===== src/logic/spw_pkg.sv =====
// Package: register map, field positions and carriers for the soft power wake block
package spw_pkg;

  // Register offsets (8-bit index space)
  localparam logic [7:0] SPW_OFS_EN_ONE  = 8'hB0;
  localparam logic [7:0] SPW_OFS_EN_TWO  = 8'hB1;
  localparam logic [7:0] SPW_OFS_STAT    = 8'hB2;
  localparam logic [7:0] SPW_OFS_STAT2   = 8'hB3;

  // Reset values
  localparam logic [7:0] SPW_RST_EN_ONE  = 8'h00;
  localparam logic [7:0] SPW_RST_EN_TWO  = 8'h80;
  localparam logic [7:0] SPW_RST_STAT    = 8'h00;

  // First enable register fields
  localparam int SPW_B_RING_A    = 0;
  localparam int SPW_B_RING_B    = 1;
  localparam int SPW_B_KBD_CLK   = 2;
  localparam int SPW_B_MOUSE_CLK = 3;
  localparam int SPW_B_GIRQ_A    = 4;
  localparam int SPW_B_GIRQ_B    = 5;
  localparam int SPW_B_IR_RX     = 6;
  localparam int SPW_B_ALARM     = 7;

  // Second enable register fields
  localparam int SPW_B_RX_A      = 0;
  localparam int SPW_B_RX_B      = 1;
  localparam int SPW_B_RING_PIN  = 3;
  localparam int SPW_B_CIR       = 5;
  localparam int SPW_B_OFF_EN    = 7;

  // Writable bits of the second enable register; reserved bits stay zero
  localparam logic [7:0] SPW_EN_TWO_MASK = 8'hAB;

  // Number of pin sources through the edge detector
  localparam int SPW_NUM_PINS = 8;

  // Pin bundle; all pins idle high
  typedef struct packed {
    logic ring_in_n;
    logic rx_line_b;
    logic rx_line_a;
    logic infrared_rx_pin;
    logic mouse_clock;
    logic kbd_clock;
    logic ring_b_n;
    logic ring_a_n;
  } spw_pins_s;

  // Register bus request
  typedef struct packed {
    logic [7:0] addr;
    logic [7:0] wdata;
    logic       wr;
    logic       rd;
  } spw_bus_s;

endpackage : spw_pkg


===== src/logic/spw_fall_det.sv =====
// Falling-edge detector with three-stage synchroniser for asynchronous pins
`timescale 1ns/100ps
module spw_fall_det
  import spw_pkg::*;
#(
  parameter int WIDTH = 8
) (
  // Clock and reset
  input  wire logic             clk,
  input  wire logic             sys_rst,
  // Pins and edge pulses
  input  wire logic [WIDTH-1:0] pin_in,
  output logic      [WIDTH-1:0] fall_pulse
);

  typedef struct packed {
    logic [WIDTH-1:0] s1;
    logic [WIDTH-1:0] s2;
    logic [WIDTH-1:0] s3;
    logic [WIDTH-1:0] stable;
    logic [WIDTH-1:0] fall;
  } spw_fd_state_s;

  spw_fd_state_s st_ff;
  spw_fd_state_s nxt_st;

  always_comb begin
    nxt_st        = st_ff;
    nxt_st.s1     = pin_in;
    nxt_st.s2     = st_ff.s1;
    nxt_st.s3     = st_ff.s2;
    // A change counts once stages two and three agree
    for (int i = 0; i < WIDTH; i++) begin
      if (st_ff.s2[i] == st_ff.s3[i]) begin
        nxt_st.stable[i] = st_ff.s3[i];
      end
    end
    nxt_st.fall   = st_ff.stable & ~nxt_st.stable;
  end

  always_ff @(posedge clk) begin
    if (sys_rst) begin
      // Idle-high pins: start stable high so reset release makes no edge
      st_ff <= '{s1: '1, s2: '1, s3: '1, stable: '1, fall: '0};
    end else begin
      st_ff <= nxt_st;
    end
  end

  assign fall_pulse = st_ff.fall;

endmodule : spw_fall_det


===== src/logic/spw_wake.sv =====
// Soft power wake enable, status latch and power-on request
//
// Strobed register access was chosen for this implementation.
`timescale 1ns/100ps

////////////////////////////////////////////////////////////////////////////////
// Notes on behaviour
// RULE_01: An enable bit at one lets its source request power on, at zero it blocks it.
// RULE_02: First enable bits 0..3 gate ring A, ring B, keyboard clock and mouse clock.
// RULE_03: First enable bits 4..7 gate group irq A, group irq B, infrared rx and clock alarm.
// RULE_04: Second enable bits 0 and 1 gate the receive lines of UART A and UART B.
// RULE_05: Second enable bit 3 lets the dedicated active-low ring pin request power on.
// RULE_06: Second enable bit 5 lets the consumer infrared wake event request power on.
// RULE_07: Second enable bit 7 resets to one and allows the power button to switch power off.
// RULE_08: A status bit per enabled source shows one when its event caused a wake.
// RULE_09: Pin sources latch a falling edge and clear when the status register is read.
// RULE_10: Group irq status bits are live and clear only at their source.
// RULE_11: Power on is the OR of each event AND its enable; reserved bits read zero.
module spw_wake
  import spw_pkg::*;
(
  // Clock and reset
  input  wire logic       clk,
  input  wire logic       sys_rst,
  // Register port
  input  wire spw_bus_s   bus_req,
  output logic [7:0]      rd_data,
  // Wake sources
  input  wire spw_pins_s  wake_pins,
  input  wire logic       group_irq_a,
  input  wire logic       group_irq_b,
  input  wire logic       clock_alarm,
  input  wire logic       consumer_ir_wake,
  // Power control
  output logic            power_on_out_n,
  output logic            power_off_allow
);

  ////////////////////////////////////////////////////////////////////////////
  // State

  typedef struct packed {
    logic [7:0] en_one;
    logic [7:0] en_two;
    logic [7:0] stat_one;
    logic [7:0] stat_two;
    logic [7:0] rdata;
    logic       pwr_on_n;
    logic       off_allow;
  } spw_state_s;

  spw_state_s st_ff;
  spw_state_s nxt_st;

  logic [SPW_NUM_PINS-1:0] fall;
  logic                    alarm_q_ff;
  logic [7:0]              ev_one;
  logic [7:0]              ev_two;
  logic [7:0]              live_one;
  logic                    wake_req;
  logic [7:0]              stat_two_q;

  spw_fall_det #(
    .WIDTH      (SPW_NUM_PINS)
  ) u_fall (
    .clk        (clk),
    .sys_rst    (sys_rst),
    .pin_in     (wake_pins),
    .fall_pulse (fall)
  );

  // Alarm is an internal level on this clock; take its rising edge
  always_ff @(posedge clk) begin
    if (sys_rst) begin
      alarm_q_ff <= 1'b0;
    end else begin
      alarm_q_ff <= clock_alarm;
    end
  end

  ////////////////////////////////////////////////////////////////////////////
  // Events and wake request

  always_comb begin
    ev_one                  = 8'h00;
    ev_one[SPW_B_RING_A]    = fall[0];                          // RULE_02
    ev_one[SPW_B_RING_B]    = fall[1];                          // RULE_02
    ev_one[SPW_B_KBD_CLK]   = fall[2];                          // RULE_02
    ev_one[SPW_B_MOUSE_CLK] = fall[3];                          // RULE_02
    ev_one[SPW_B_IR_RX]     = fall[4];                          // RULE_03
    ev_one[SPW_B_ALARM]     = clock_alarm & ~alarm_q_ff;        // RULE_03
    ev_two                  = 8'h00;
    ev_two[SPW_B_RX_A]      = fall[5];                          // RULE_04
    ev_two[SPW_B_RX_B]      = fall[6];                          // RULE_04
    ev_two[SPW_B_RING_PIN]  = fall[7];                          // RULE_05
    ev_two[SPW_B_CIR]       = consumer_ir_wake;                 // RULE_06
    live_one                = 8'h00;
    live_one[SPW_B_GIRQ_A]  = group_irq_a;                      // RULE_10
    live_one[SPW_B_GIRQ_B]  = group_irq_b;                      // RULE_10
  end

  // OFF_EN is not a wake source, so masked out of the request
  assign wake_req = |((ev_one | live_one) & st_ff.en_one)                      // RULE_11
                  | |(ev_two & st_ff.en_two & SPW_EN_TWO_MASK
                      & ~(8'h01 << SPW_B_OFF_EN));                             // RULE_01

  ////////////////////////////////////////////////////////////////////////////
  // Register file and status

  always_comb begin
    nxt_st       = st_ff;
    nxt_st.rdata = 8'h00;
    if (bus_req.rd) begin
      case (bus_req.addr)
        SPW_OFS_EN_ONE: nxt_st.rdata = st_ff.en_one;
        SPW_OFS_EN_TWO: nxt_st.rdata = st_ff.en_two;
        SPW_OFS_STAT:   nxt_st.rdata = st_ff.stat_one | (live_one & st_ff.en_one); // RULE_10
        SPW_OFS_STAT2:  nxt_st.rdata = st_ff.stat_two;
        default:        nxt_st.rdata = 8'h00;
      endcase
      // Read clears latched bits; a same-cycle event still sets below
      if (bus_req.addr == SPW_OFS_STAT) begin
        nxt_st.stat_one = 8'h00;                                               // RULE_09
      end
      if (bus_req.addr == SPW_OFS_STAT2) begin
        nxt_st.stat_two = 8'h00;                                               // RULE_09
      end
    end
    if (bus_req.wr) begin
      case (bus_req.addr)
        SPW_OFS_EN_ONE: nxt_st.en_one = bus_req.wdata;                         // RULE_02
        SPW_OFS_EN_TWO: nxt_st.en_two = bus_req.wdata & SPW_EN_TWO_MASK;       // RULE_11
        default:        ;
      endcase
    end
    // Only enabled sources are recorded; set wins over clear
    nxt_st.stat_one  = nxt_st.stat_one | (ev_one & st_ff.en_one);              // RULE_08
    nxt_st.stat_two  = nxt_st.stat_two | (ev_two & st_ff.en_two & SPW_EN_TWO_MASK
                                          & ~(8'h01 << SPW_B_OFF_EN));         // RULE_08
    nxt_st.pwr_on_n  = ~wake_req;                                              // RULE_01
    nxt_st.off_allow = st_ff.en_two[SPW_B_OFF_EN];                             // RULE_07
  end

  always_ff @(posedge clk) begin
    if (sys_rst) begin
      st_ff <= '{en_one: SPW_RST_EN_ONE, en_two: SPW_RST_EN_TWO,
                 stat_one: SPW_RST_STAT, stat_two: SPW_RST_STAT,
                 rdata: 8'h00, pwr_on_n: 1'b1, off_allow: 1'b1};               // RULE_07
    end else begin
      st_ff <= nxt_st;
    end
  end

  assign rd_data         = st_ff.rdata;
  assign power_on_out_n  = st_ff.pwr_on_n;
  assign power_off_allow = st_ff.off_allow;

  ////////////////////////////////////////////////////////////////////////////
  // Assertions

  property p_ring_a_wake;
    @(posedge clk) disable iff (sys_rst)
      (fall[0] && st_ff.en_one[SPW_B_RING_A]) |=> !power_on_out_n;
  endproperty
  a_ring_a_wake: assert property (p_ring_a_wake) else $error("ring A did not wake"); // RULE_02

  property p_blocked;
    @(posedge clk) disable iff (sys_rst)
      (st_ff.en_one == 8'h00 && (st_ff.en_two & 8'h7F) == 8'h00) |=> power_on_out_n;
  endproperty
  a_blocked: assert property (p_blocked) else $error("wake with no enable"); // RULE_01

  property p_alarm_wake;
    @(posedge clk) disable iff (sys_rst)
      (clock_alarm && !alarm_q_ff && st_ff.en_one[SPW_B_ALARM]) |=> !power_on_out_n;
  endproperty
  a_alarm_wake: assert property (p_alarm_wake) else $error("alarm did not wake"); // RULE_03

  property p_rx_b_wake;
    @(posedge clk) disable iff (sys_rst)
      (fall[6] && st_ff.en_two[SPW_B_RX_B]) |=> !power_on_out_n;
  endproperty
  a_rx_b_wake: assert property (p_rx_b_wake) else $error("rx B did not wake"); // RULE_04

  property p_ring_pin;
    @(posedge clk) disable iff (sys_rst)
      (fall[7] && st_ff.en_two[SPW_B_RING_PIN]) |=> stat_two_q[SPW_B_RING_PIN];
  endproperty
  a_ring_pin: assert property (p_ring_pin) else $error("ring pin not recorded"); // RULE_05

  assign stat_two_q = st_ff.stat_two;

  property p_cir;
    @(posedge clk) disable iff (sys_rst)
      (consumer_ir_wake && !st_ff.en_two[SPW_B_CIR] && st_ff.en_one == 8'h00
       && (st_ff.en_two & 8'h7F) == 8'h00) |=> power_on_out_n;
  endproperty
  a_cir: assert property (p_cir) else $error("disabled ir woke"); // RULE_06

  property p_off_en;
    @(posedge clk) disable iff (sys_rst)
      ##1 power_off_allow == $past(st_ff.en_two[SPW_B_OFF_EN]);
  endproperty
  a_off_en: assert property (p_off_en) else $error("off allow mismatch"); // RULE_07

  property p_read_clear;
    @(posedge clk) disable iff (sys_rst)
      (bus_req.rd && bus_req.addr == SPW_OFS_STAT && ev_one == 8'h00)
        |=> st_ff.stat_one == 8'h00;
  endproperty
  a_read_clear: assert property (p_read_clear) else $error("status not cleared"); // RULE_09

  property p_kbd_latch;
    @(posedge clk) disable iff (sys_rst)
      (fall[2] && st_ff.en_one[SPW_B_KBD_CLK]) |=> st_ff.stat_one[SPW_B_KBD_CLK];
  endproperty
  a_kbd_latch: assert property (p_kbd_latch) else $error("kbd edge lost"); // RULE_08

  property p_girq_live;
    @(posedge clk) disable iff (sys_rst)
      st_ff.stat_one[SPW_B_GIRQ_A] == 1'b0;
  endproperty
  a_girq_live: assert property (p_girq_live) else $error("group irq latched"); // RULE_10

  // Live group irq must show through a status read while enabled
  property p_girq_read;
    @(posedge clk) disable iff (sys_rst)
      (bus_req.rd && bus_req.addr == SPW_OFS_STAT)
        |=> rd_data[SPW_B_GIRQ_A] == $past(group_irq_a && st_ff.en_one[SPW_B_GIRQ_A]);
  endproperty
  a_girq_read: assert property (p_girq_read) else $error("group irq status wrong"); // RULE_10

  property p_reserved;
    @(posedge clk) disable iff (sys_rst)
      (st_ff.en_two & ~SPW_EN_TWO_MASK) == 8'h00;
  endproperty
  a_reserved: assert property (p_reserved) else $error("reserved bit set"); // RULE_11

endmodule : spw_wake

===== config.mk =====
export PLATFORM = sky130hd
export DESIGN_NAME = spw_wake
export DESIGN_NICKNAME = d
export VERILOG_FILES = /design/src/logic/spw_pkg.sv /design/src/logic/spw_fall_det.sv /design/src/logic/spw_wake.sv
export SDC_FILE = /design/constraint.sdc
export NUM_CORES = 1
export LEC_CHECK = 0
export BUFFER_PORTS_ARGS = -buffer_cell sky130_fd_sc_hd__clkbuf_2
export CAP_MARGIN = 40
export CORE_MARGIN = 8
export CORE_UTILIZATION = 59
export DETAILED_ROUTE_END_ITERATION = 12
export PLACE_DENSITY_LB_ADDON = 0.25
export SYNTH_ARGS = -nofsm -noshare
export SYNTH_HDL_FRONTEND = slang
export SYNTH_SLANG_ARGS = --single-unit

===== constraint.sdc =====
create_clock -name clk -period 3.5 [get_ports clk]
set_clock_uncertainty 0.05 [all_clocks]
set_input_delay 0.525 -clock clk [delete_from_list [all_inputs] [get_ports clk]]
set_output_delay 0.525 -clock clk [all_outputs]
set_load 0.02 [all_outputs]

* Word-level counts from Yosys, hierarchy flattened
Cells that the tools add are included.
** Storage, ports and cells
- Bits in registers :: 80
- Output and inout bits :: 10
- Logic and storage cells :: 57
** Operators by class
- Reduce and logical (&&, ||, !) cells :: 5
- Equal/unequal tests :: 12
- Bitwise operators :: 15
- Muxes and demuxes :: 12
** Operators with widths (count)
- $eq 8x8->1 const B :: 4
- $pmux 8 s4 :: 1
- $and 8x8->8 :: 3
- $mux 24 :: 1
- $mux 8 :: 2
- $or 8x6->8 :: 2
- $or 8x8->8 :: 2
- $and 6x8->8 :: 1
- $eq 1x1->1 :: 8
- $mux 1 :: 8
- $not 8->8 :: 1
- $reduce_or 8->1 :: 1
- $and 6x6->6 :: 1
- $reduce_and 2->1 :: 2
- $reduce_or 4->1 :: 1
- $not 1->1 :: 3
- $reduce_or 2->1 :: 1
- $and 1x1->1 :: 1
- $or 1x1->1 :: 1

* Depth between registers and ports, before layout
Gate-level depths: netlist of run 1.
- Depth after elaboration :: 7
- Depth in mapped cells :: 5
- Depth with buffers taken out :: 3

* Cells and area by module
Synthesis of run 1 repeated with hierarchy kept, for this count alone.
** Unflattened totals
- Cells, all modules :: 262
- Area, all modules :: 2788.9 µm²
** Modules (own cells, without submodules)
- spw_wake :: cells an instance 155, instances 1, area an instance 1524.0 µm²
- spw_fall_det :: cells an instance 107, instances 1, area an instance 1265.0 µm²

* Least setup slack after synthesis of run 1
No wires, ideal clock.
- Path kind :: input port to flip-flop
- From :: input bus_req[11] (netlist bit)
- To :: register st_ff[34] (netlist bit)
- Arrival time :: 1630 ps
- Data required time :: 3331 ps
- Setup time :: 119 ps
- Buffers on the path :: 1
- Stages :: 4
- Path slack :: 1700 ps
- Path through :: or4b_4 -> or3_1 -> buf_2 -> mux2i_1
** On the way
- Cells in the longest elaborated chain, start to end :: 2
** RTL lines
- start, declared :: RTL line spw_wake.sv:26 : input wire spw_bus_s bus_req,
- $eq 8x8->1 :: RTL line spw_wake.sv:130 : case (bus_req.addr)
- $reduce_and 2->1 (no source line)
- end signal, assigned :: RTL line spw_wake.sv:146 : st_ff <= '{en_one: SPW_RST_EN_ONE, en_two: SPW_RST_EN_TWO,
- end signal, assigned :: RTL line spw_wake.sv:150 : st_ff <= nxt_st;
- end, declared :: RTL line spw_wake.sv:52 : spw_state_s st_ff;
No other way between the ends.
A chain may end at the register's enable or synchronous reset.

* Worst setup path in the final report of run 1
- From :: input bus_req[11] (netlist bit)
- To :: register st_ff[35] (netlist bit)
Same word-level chain as after synthesis.

==> metrics, run 1 <==
Final Hold Viols 0; pin count of the biggest net entering global routing 37; Die X-Extent approximately 83 microns; Synth area leaders dfxtp_1 55%, or2_2 5.8%, a21oi_1 4.1%, mux2i_1 4.1%, a311oi_1 3.3%; Worst slew margin 56.00%; Sum Neg Setup Slack 0 ns; ant diodes 0; Synth warnings 0; Yosys cell types 35; ys async rst share 0%; Crit path buffers/inverters 1; drt drc 0; top cell type's share of synthesized area a little under three fifths; Clock Sinks 74; Die Span Y about 83 microns; post_cts resized 0; # setup viols final 0; Clk Latency, worst-skew pair between 0.3 and 0.4 ns; biggest area consumer among synthesized cells dfxtp_1; cts hold-fix bufs 0; area delta synth->final 14.95%; register area share after synthesis 55.33%; Core Area 4354 sq um; FF+latch count, synth 74; Overflow after GRT 0; Final HPWL DP approximately 3500 microns; Pre-antenna DRT Iters 4; status complete, no violations; first-pass GRT wire length between 8000 and 9000 microns; Pleak approximately 1.3 nW; Slew Limit Fails 0; gr busiest metal met2; fin cells roughly 350; nets@finish ~320; Initial DRC Count approximately 120; syn nets just under 300; GPL Wtd Cong 0.8255; placed cell count around 330; crit path launch type input pin; met1 usage between 10% and 20%; Clock Path Buffers 2; cell count after synthesis roughly 260; DIE AREA 6950 sq um; Worst EP required approximately 3.7 ns; Max Cap Violations 0; Crit path max-delay family simple AND/OR/NAND/NOR gates; most common cell in the netlist dfxtp_1; most common library cells after synthesis 74 x dfxtp_1, 25 x or2_2, 22 x a21oi_1; CTS buffer count 9; Power Total approximately 0.0017 W; worst path cell trace clkbuf_2 > or4b_4 > or3_1 > mux2i_1; CTS tree done; minimum clock period between 1.5 and 2 ns; most common flop cell mapped by yosys dfxtp_1; Worst Path Arrival slightly below 2 ns; pwr dens roughly 550 nW/um^2; ANT nets after route 0; Core Rows 24; Worst path max stage delay around 0.63 ns; Ports 42; vias per cell approximately 5.6; Slew @ Worst Pin between 0.6 and 0.7 ns; vias in the first global route 1924; Avg Cell Area, Syn roughly 10 sq um; initial antenna violation count 0; period utilization about half; EDFF count, synth 0; synthesized cell area 2678 sq um; H-Tree Depth 3; WL final approximately 5100 microns; met2 Use GR 23.69%; Worst setup EP type flop; GRT Overall Usage 15.28%; setup ws final approximately 1.7 ns; slowest cell on the critical path or4b_4; share of layout cells above drive strength 1 30.17%; initial core utilization about three fifths; Post-CTS Setup Inserts 0; Worst Path Max Fanout 12; RSZ-0062 raised after global routing no; clock slew at reported path FFs about 0.07 ns; IO Port Bufs 41; HP Class in -> reg; DR vias 1926; M3 GR Usage 5.273%; critical path type in -> reg; Max VDD drop 0.0004103 V; WL/cell 14.61 microns; FMAX between 500 and 600 MHz; worst hold slack approximately 0.31 ns; DP Worst Slack ~1.3 ns; root buffer cell clkbuf_8
[layer usage]
metal	routed length (microns)	vias to the layer above
met4	79	0
met1	2266	880
met5	0	-
met3	392	8
li1	-	982
met2	2331	56
[final timing paths]
kind / slack (ns) / start / cells past startpoint / endpoint
setup / recovery: 1.70 / bus_req[11] / 4 / st_ff[35]$_SDFFE_PP0P_
hold / removal: 0.31 / wake_pins[2] / 2 / u_fall.nxt_st[26]$_SDFF_PP1_
setup reg to reg: 2.13 / st_ff[31]$_SDFFE_PP0P_ / 3 / power_on_out_n$_SDFF_PP1_
hold reg to reg: 0.36 / u_fall.nxt_st[30]$_SDFF_PP1_ / 1 / u_fall.nxt_st[22]$_SDFF_PP1_
[where the power goes]
group	total [W]	internal, W	switching, W
combinational	0.0000653	0.0000312	0.0000341
sequential	0.000859	0.000854	0.00000458
clock	0.000760	0.000458	0.000301
[through the flow]
step	util, %	cell area (sq um)
CTS	70.69	3078
finish	70.69	3078
global placement	65.11	2835
detailed placement	65.23	2840
floorplan	-	2678
global route	70.69	3078
[kinds of logic (layout without fill, tap and decap cells)]
kind of cell	Yosys count	count (layout)	synth area share, %
multiplexers	15	15	7.056
buffers and inverters	26	62	4.906
AND/OR/NAND/NOR	92	92	20.42
flip-flops	74	74	55.33
AO/OA/AOI/OAI	52	52	12.29
[state kept, by name (all words and copies together), names as in the netlist, 4 cells and up]
register	count
rd_data	8
stat_two_q	4
st_ff	18
u_fall.fall_pulse	8
u_fall.st_ff	16
u_fall.nxt_st	16
[cell usage in the layout (no fill, tap or decap), drive strengths merged, types with 5 or more instances in the layout]
| master | n |
|---|---|
| nand2b | 13 |
| dfxtp | 74 |
| o21ai | 8 |
| a21oi | 22 |
| nand2 | 10 |
| o31ai | 5 |
| mux2i | 11 |
| clkbuf | 53 |
| nor2 | 11 |
| and3 | 12 |
| nand4b | 5 |
| or2 | 25 |
| a311oi | 10 |
[area by class of cell]
class / count / area, sq um
Sequential cell: 74 / 1481
Fill cell: 327 / 1276
Multi-Input combinational cell: 159 / 1065
Timing Repair Buffer: 43 / 217.7
Clock buffer: 12 / 165.2
Clock inverter: 4 / 72.57
Tap cell: 52 / 65.06
Inverter: 3 / 11.26
(Power assumes the default switching activity.)
==> run 2, diff against run 1 <==
--- a/config.mk
+++ b/config.mk
@@ -8,7 +8,7 @@
 export BUFFER_PORTS_ARGS = -buffer_cell sky130_fd_sc_hd__clkbuf_2
 export CAP_MARGIN = 40
 export CORE_MARGIN = 8
-export CORE_UTILIZATION = 59
+export CORE_UTILIZATION = 55
 export DETAILED_ROUTE_END_ITERATION = 12
 export PLACE_DENSITY_LB_ADDON = 0.25
 export SYNTH_ARGS = -nofsm -noshare
==> constraint.sdc (replaced) <==
create_clock -name clk -period 1.7 [get_ports clk]
set_clock_uncertainty 0.05 [all_clocks]
set_input_delay 0.255 -clock clk [delete_from_list [all_inputs] [get_ports clk]]
set_output_delay 0.255 -clock clk [all_outputs]
set_load 0.02 [all_outputs]
==> run 2 against run 1 <==
  * Global-route usage shrank 0.97 points
  * Via count up 0.78%
  * Total power grew 87%
  * Clock power increased by 62%
  * Register-to-register slack got worse by 1.7 ns
  * Sequential power is 110% higher
  * Die area up 5.9%
  * Largest power group unchanged
==> metrics, run 2 (synthesis gave the netlist of run 1 again) <==
GRT Overall Usage 14.31% (-0.97 points); reg-to-reg endpoint power_on_out_n$_SDFF_PP1_; FMAX roughly 760 MHz; drt drc 0 (unchanged); commonest non-fill, non-tap cell in the layout dfxtp_1; Worst slew margin 72.04% (+16 points); placed cell count 354 (+6.9%); area delta synth->final 15.93%; Slew Limit Fails 0 (unchanged); Final Hold Viols 0 (unchanged); final core occ 65.72% (-5.0 points); Die X-Extent 85.78 microns (+2.9%); root buffer cell clkbuf_8; CTS tree done; Worst setup EP type flop; Max VDD drop 0.0007211 V (+76%); Post-CTS Setup Inserts 0 (unchanged); Crit. Startpoint bus_req[11]; WL/cell 13.20 microns (-9.7%); commonest non-fill, non-tap cells in the layout 74 x dfxtp_1, 41 x clkbuf_2, 25 x or2_2; Clk Latency, worst-skew pair 0.33 ns (-0.02 ns); pin count of the biggest net entering global routing 19 (-49%); RSZ-0062 raised after global routing no; status complete, no violations; ANT nets after route 0 (unchanged); Max Cap Violations 0 (unchanged); Worst EP required 1.87 ns (-1.80 ns); Pre-antenna DRT Iters 4 (unchanged); worst hold slack 0.04461 ns (-0.2637 ns); initial core utilization 56.69% (-4.8 points); HP Class in -> reg; Power Total 0.003145 W (+87%); Worst R2R Setup Slack 0.39 ns (-1.74 ns); DR vias 1941 (+0.78%); Core Area 4723 sq um (+8.5%); Worst Path Arrival 1.48 ns (-0.50 ns); nets@finish 330 (+2.5%); Final HPWL DP 3469 microns (-0.88%); first-pass GRT wire length 8355 microns (-4.0%); worst hold endpoint u_fall.nxt_st[28]$_SDFF_PP1_; post_cts resized 0 (unchanged); ant diodes 0 (unchanged); minimum clock period between 1 and 1.5 ns; Sum Neg Setup Slack 0 ns (unchanged); CTS buffer count 9 (unchanged); # setup viols final 0 (unchanged); Slew @ Worst Pin 0.4194 ns (-0.2405 ns); period utilization 77.25%; Overflow after GRT 0 (unchanged); fillers 377 (+15%); critical path type in -> reg; r2r startpoint st_ff[31]$_SDFFE_PP0P_; WL final 4883 microns (-3.7%); IO Port Bufs 41 (unchanged); Pleak 1.268 nW (+1.3%); pwr dens 1013 nW/um^2 (+85%); GPL Wtd Cong 0.7799 (-5.5%); max reg flops 18 (unchanged); Top reg by flops st_ff; initial antenna violation count 0 (unchanged); Clock Sinks 74 (unchanged); Hold Path Cell Cnt 2 (unchanged); H-Tree Depth 3 (unchanged); vias per cell 5.246 (-5.5%); crit path launch type input pin; fin cells 370 (+6.6%); DIE AREA 7357 sq um (+5.9%); Clock Path Buffers 2 (unchanged); vias in the first global route 1833 (-4.7%); Core Rows 25 (+4.2%); Worst Path Max Fanout 4 (-8); Initial DRC Count 135 (+17%); Reg2Reg Depth 3 (unchanged); share of layout cells above drive strength 1 31.35% (+1.2 points); Worst Min Path Start wake_pins[4]; Ports 42 (unchanged); clock slew at reported path FFs 0.07 ns (about the same); cts hold-fix bufs 0 (unchanged); Die Span Y 85.78 microns (+2.9%)
==> run 2: cell count changes in the layout (fill, tap and decap cells not counted) <==
cell	previous run	this run
buf_4	1	10
bufinv_16	2	0
clkbuf_1	0	2
buf_2	1	0
clkinv_2	1	2
clkinvlp_4	1	0
==> run 2: layer usage <==
layer | part of all wire, % | GRT usage, %
met2 | 42 | 20.73
met1 | 48 | 18.21
met4 | 1.9 | 7.643
met5 | 0 | 0
met3 | 7.8 | 4.967
==> run 2: worst max-delay path by stage <==
stage,endpoint,cells after the start
finish,st_ff[34]$_SDFFE_PP0P_,4
detailed placement,st_ff[39]$_SDFFE_PP0P_,4
floorplan,st_ff[34]$_SDFFE_PP0P_,4
global route,power_on_out_n$_SDFF_PP1_,3
global placement,st_ff[37]$_SDFFE_PP0P_,4
CTS,power_on_out_n$_SDFF_PP1_,3
==> run 2: area by class of cell <==
class	instances	area, sq um	area share (%)
flip-flops and latches	74	1481	47.72
repair buffers	51	280.3	9.029
inverters	3	11.26	0.3628
well taps	67	83.83	2.701
clock buffers	14	172.7	5.562
multi-input cells	159	1065	34.30
clock inverters	2	10.01	0.3225
==> run 2: worst max-delay path, stage by stage <==
cell and delay, ns:
clkbuf_2 0.10, or4b_4 0.53, or3_1 0.44, mux2i_1 0.16
==> run 2: report_power, final <==
part	switching (W)	internal, W
clock	0.000588	0.000647
combinational	0.0000695	0.0000733
sequential	0.00000940	0.00176
total	0.000667	0.00248
==> run 2: metrics by stage <==
step           setup WS (ns)  instance area (sq um)
2_1_floorplan         0.1701                   2678
3_3_place_gp         0.04783                   2922
3_5_place_dp         0.02653                   2922
4_1_cts               0.3762                   3104
5_1_grt               0.3395                   3104
6_report              0.3867                   3104
==> run 3, diff against run 2 <==
--- a/config.mk
+++ b/config.mk
@@ -5,10 +5,11 @@
 export SDC_FILE = /design/constraint.sdc
 export NUM_CORES = 1
 export LEC_CHECK = 0
+export ABC_AREA = 1
 export BUFFER_PORTS_ARGS = -buffer_cell sky130_fd_sc_hd__clkbuf_2
 export CAP_MARGIN = 40
 export CORE_MARGIN = 8
-export CORE_UTILIZATION = 55
+export CORE_UTILIZATION = 50
 export DETAILED_ROUTE_END_ITERATION = 12
 export PLACE_DENSITY_LB_ADDON = 0.25
 export SYNTH_ARGS = -nofsm -noshare
==> constraint.sdc (replaced) <==
create_clock -name clk -period 1.1 [get_ports clk]
set_clock_uncertainty 0.05 [all_clocks]
set_input_delay 0.165 -clock clk [delete_from_list [all_inputs] [get_ports clk]]
set_output_delay 0.165 -clock clk [all_outputs]
set_load 0.02 [all_outputs]
==> run 3 against run 2 <==
  * Cell count is 21% higher
  * Non-clock buffer count grew 15
  * Register-to-register slack worse by 0.29 ns
  * Synthesized area grew 0.51%
  * Largest cell class unchanged
==> metrics, run 3 <==
placed cell count 421 (+19%); Die X-Extent 89.37 microns (+4.2%); commonest non-fill, non-tap cells in the layout 72 x dfxtp_1, 54 x nand2_1, 41 x clkbuf_2; initial antenna violation count 0 (unchanged); Worst R2R Setup Slack 0.10 ns (-0.29 ns); ant diodes 0 (unchanged); Reg2Reg Depth 4 (+1); HP Class in -> reg; biggest area consumer among synthesized cells dfxtp_1; Max VDD drop 0.001102 V (+53%); WL final 5331 microns (+9.2%); Slew Limit Fails 0 (unchanged); worst hold slack 0.03485 ns (-0.009757 ns); fillers 466 (+24%); cell count after synthesis 315 (+22%); Clk Latency, worst-skew pair 0.34 ns (about the same); worst path cell trace clkbuf_2; Comb power frac 4.9% (+0.4 points); net switching power 0.001077 W (+61%); CTS tree done; Hold Path Cell Cnt 3 (+1); Core Area 5140 sq um (+8.8%); crit path launch type flop; commonest non-fill, non-tap cell in the layout dfxtp_1; register share of total power 54.3% (-1.9 points); r2r startpoint u_fall.st_ff[15]$_SDFF_PP1_; pwr dens 1525 nW/um^2 (+50%); most common library cells after synthesis 74 x dfxtp_1, 54 x nand2_1, 32 x nand3_1; Core Rows 26 (+4.0%); Die Span Y 89.37 microns (+4.2%); clock slew at reported path FFs 0.07 ns (about the same); fin cells 446 (+21%); DR vias 2160 (+11%); CTS buffer count 9 (unchanged); pin count of the biggest net entering global routing 32 (+13); Worst Path Max Fanout 1 (-3); RSZ-0062 raised after global routing no; clock share of power 40.8% (+1.6 points); FF+latch count, synth 74 (unchanged); FF+latch area 1484 sq um (+0.17%); reg-to-reg endpoint u_fall.fall_pulse[7]$_SDFF_PP0_; root buffer cell clkbuf_8; setup ws final 0.05465 ns (-0.3320 ns); drt drc 0 (unchanged); Crit path buffers/inverters 1 (unchanged); synthesized cell area 2691 sq um (+0.51%); Post-CTS Setup Inserts 0 (unchanged); Synth area leaders dfxtp_1 55%, nand2_1 7.5%, nand3_1 6.0%, or2_2 5.8%, a21oi_1 4.6%; Yosys cell types 18 (-49%); area used by multi-input combinational logic 980.9 sq um (-7.9%); first-pass GRT wire length 9177 microns (+9.8%); share of layout cells above drive strength 1 27.93% (-3.4 points); nets@finish 403 (+22%); vias per cell 4.843 (-7.7%); initial core utilization 52.36% (-4.3 points); Worst Path Arrival 0.83 ns (-0.65 ns); DIE AREA 7986 sq um (+8.5%); Placed Area 3008 sq um (+3.0%); internal power 0.003954 W (+60%); Final HPWL DP 3787 microns (+9.2%); Max Cap Violations 0 (unchanged); Worst EP required 0.88 ns (-0.99 ns); Synth warnings 0 (unchanged); Clock Path Buffers 2 (unchanged); # setup viols final 0 (unchanged); Clock Sinks 74 (unchanged); GPL Wtd Cong 0.8141 (+4.4%); H-Tree Depth 3 (unchanged); area delta synth->final 22.59%; top cell type's share of synthesized area 55.04% (-0.28 points); worst hold endpoint st_ff[36]$_SDFFE_PP0P_; Worst slew margin 83.30% (+11 points); FMAX approximately 960 MHz; WL/cell 11.95 microns (-9.4%); period utilization 95.03%; GRT Overall Usage 15.04% (+0.72 points); minimum clock period about 1.0 ns; Initial DRC Count 128 (-5.2%); vias in the first global route 2108 (+15%); Pleak 1.433 nW (+13%); most common flop cell mapped by yosys dfxtp_1; register area share after synthesis 55.04% (-0.28 points); ys async rst share 0% (unchanged); final instance area 3299 sq um (+6.3%); status complete, no violations; Top reg by flops st_ff; Final Hold Viols 0 (unchanged); Worst Min Path Start bus_req[4]; Slew @ Worst Pin 0.2504 ns (-0.1690 ns); ANT nets after route 0 (unchanged); DP Worst Slack -0.09788 ns (-0.1244 ns); Overflow after GRT 0 (unchanged); Avg Cell Area, Syn 8.544 sq um (-17%); Ports 42 (unchanged); Crit path max-delay family flip-flops; EDFF count, synth 0 (unchanged); switching share of power 21.40% (+0.20 points); critical path type reg -> out; Pre-antenna DRT Iters 4 (unchanged); IO Port Bufs 41 (unchanged); syn nets 347 (+19%); Worst path max stage delay 0.33 ns (-0.20 ns); most common cell in the netlist dfxtp_1; slowest cell on the critical path dfxtp_1; Worst setup EP type output port; max reg flops 18 (unchanged)
## run 3: how the worst max path moves through the flow
stage / start / depth (start not counted) / end / slack [ns]
detailed placement: bus_req[12] / 7 / st_ff[29]$_SDFFE_PP0P_ / -0.1
global route: u_fall.st_ff[13]$_SDFF_PP1_ / 4 / u_fall.fall_pulse[5]$_SDFF_PP0_ / 0.01
global placement: bus_req[16] / 9 / rd_data[0]$_SDFF_PP0_ / -0.06
floorplan: bus_req[12] / 6 / st_ff[37]$_SDFFE_PP0P_ / 0.07
CTS: power_off_allow$_SDFF_PP1_ / 1 / power_off_allow / 0.04
finish: power_off_allow$_SDFF_PP1_ / 1 / power_off_allow / 0.05
## run 3: layer usage
metal / global-route usage [%] / wire (microns) / share of wire, %
met5: 0 / 0 / 0
met1: 16.58 / 2291 / 43
met2: 24.92 / 2509 / 47
met3: 4.596 / 407 / 7.6
met4: 9.063 / 123 / 2.3
## run 3: power by group through the flow
| stage | clock [W] | sequential [W] | combinational, W |
|---|---|---|---|
| after floorplan | 0 | 0.00279 | 0.000112 |
| final | 0.00205 | 0.00273 | 0.000246 |
| after global routing | 0.00222 | 0.00273 | 0.000274 |
| after CTS | 0.00211 | 0.00273 | 0.000246 |
| after global placement | 0 | 0.00279 | 0.000219 |
| after detailed placement | 0 | 0.00279 | 0.000221 |
## run 3: what timing repair did
item | in CTS | in global routing
endpoints found under the hold margin | 9 | 0
setup endpoints to repair | 0 | 2
resized for setup | 0 | 4
hold buffers | 9 | 0
## run 3: area by class of cell
type	count	area share [%]
Clock buffer	12	4.399
Clock inverter	4	1.555
Inverter	26	2.958
Multi-Input combinational cell	194	29.73
Sequential cell	74	44.98
Tap cell	70	2.655
Timing Repair Buffer	66	13.73
## run 3: cell families after synthesis
logic type	synth area share, %
AO/OA/AOI/OAI	4.649
buffers and inverters	8.601
adder cells (fa/ha/maj)	2.975
flip-flops	55.04
AND/OR/NAND/NOR	28.73
## run 3: metrics by stage
step	TNS (ns)	power (W)	utilization, %
after floorplan	0	0.002900	-
after global placement	-1.144	0.003009	58.52
after detailed placement	-1.905	0.003013	58.52
after CTS	0	0.005082	64.09
after global routing	0	0.005228	64.19
final	0	0.005031	64.19
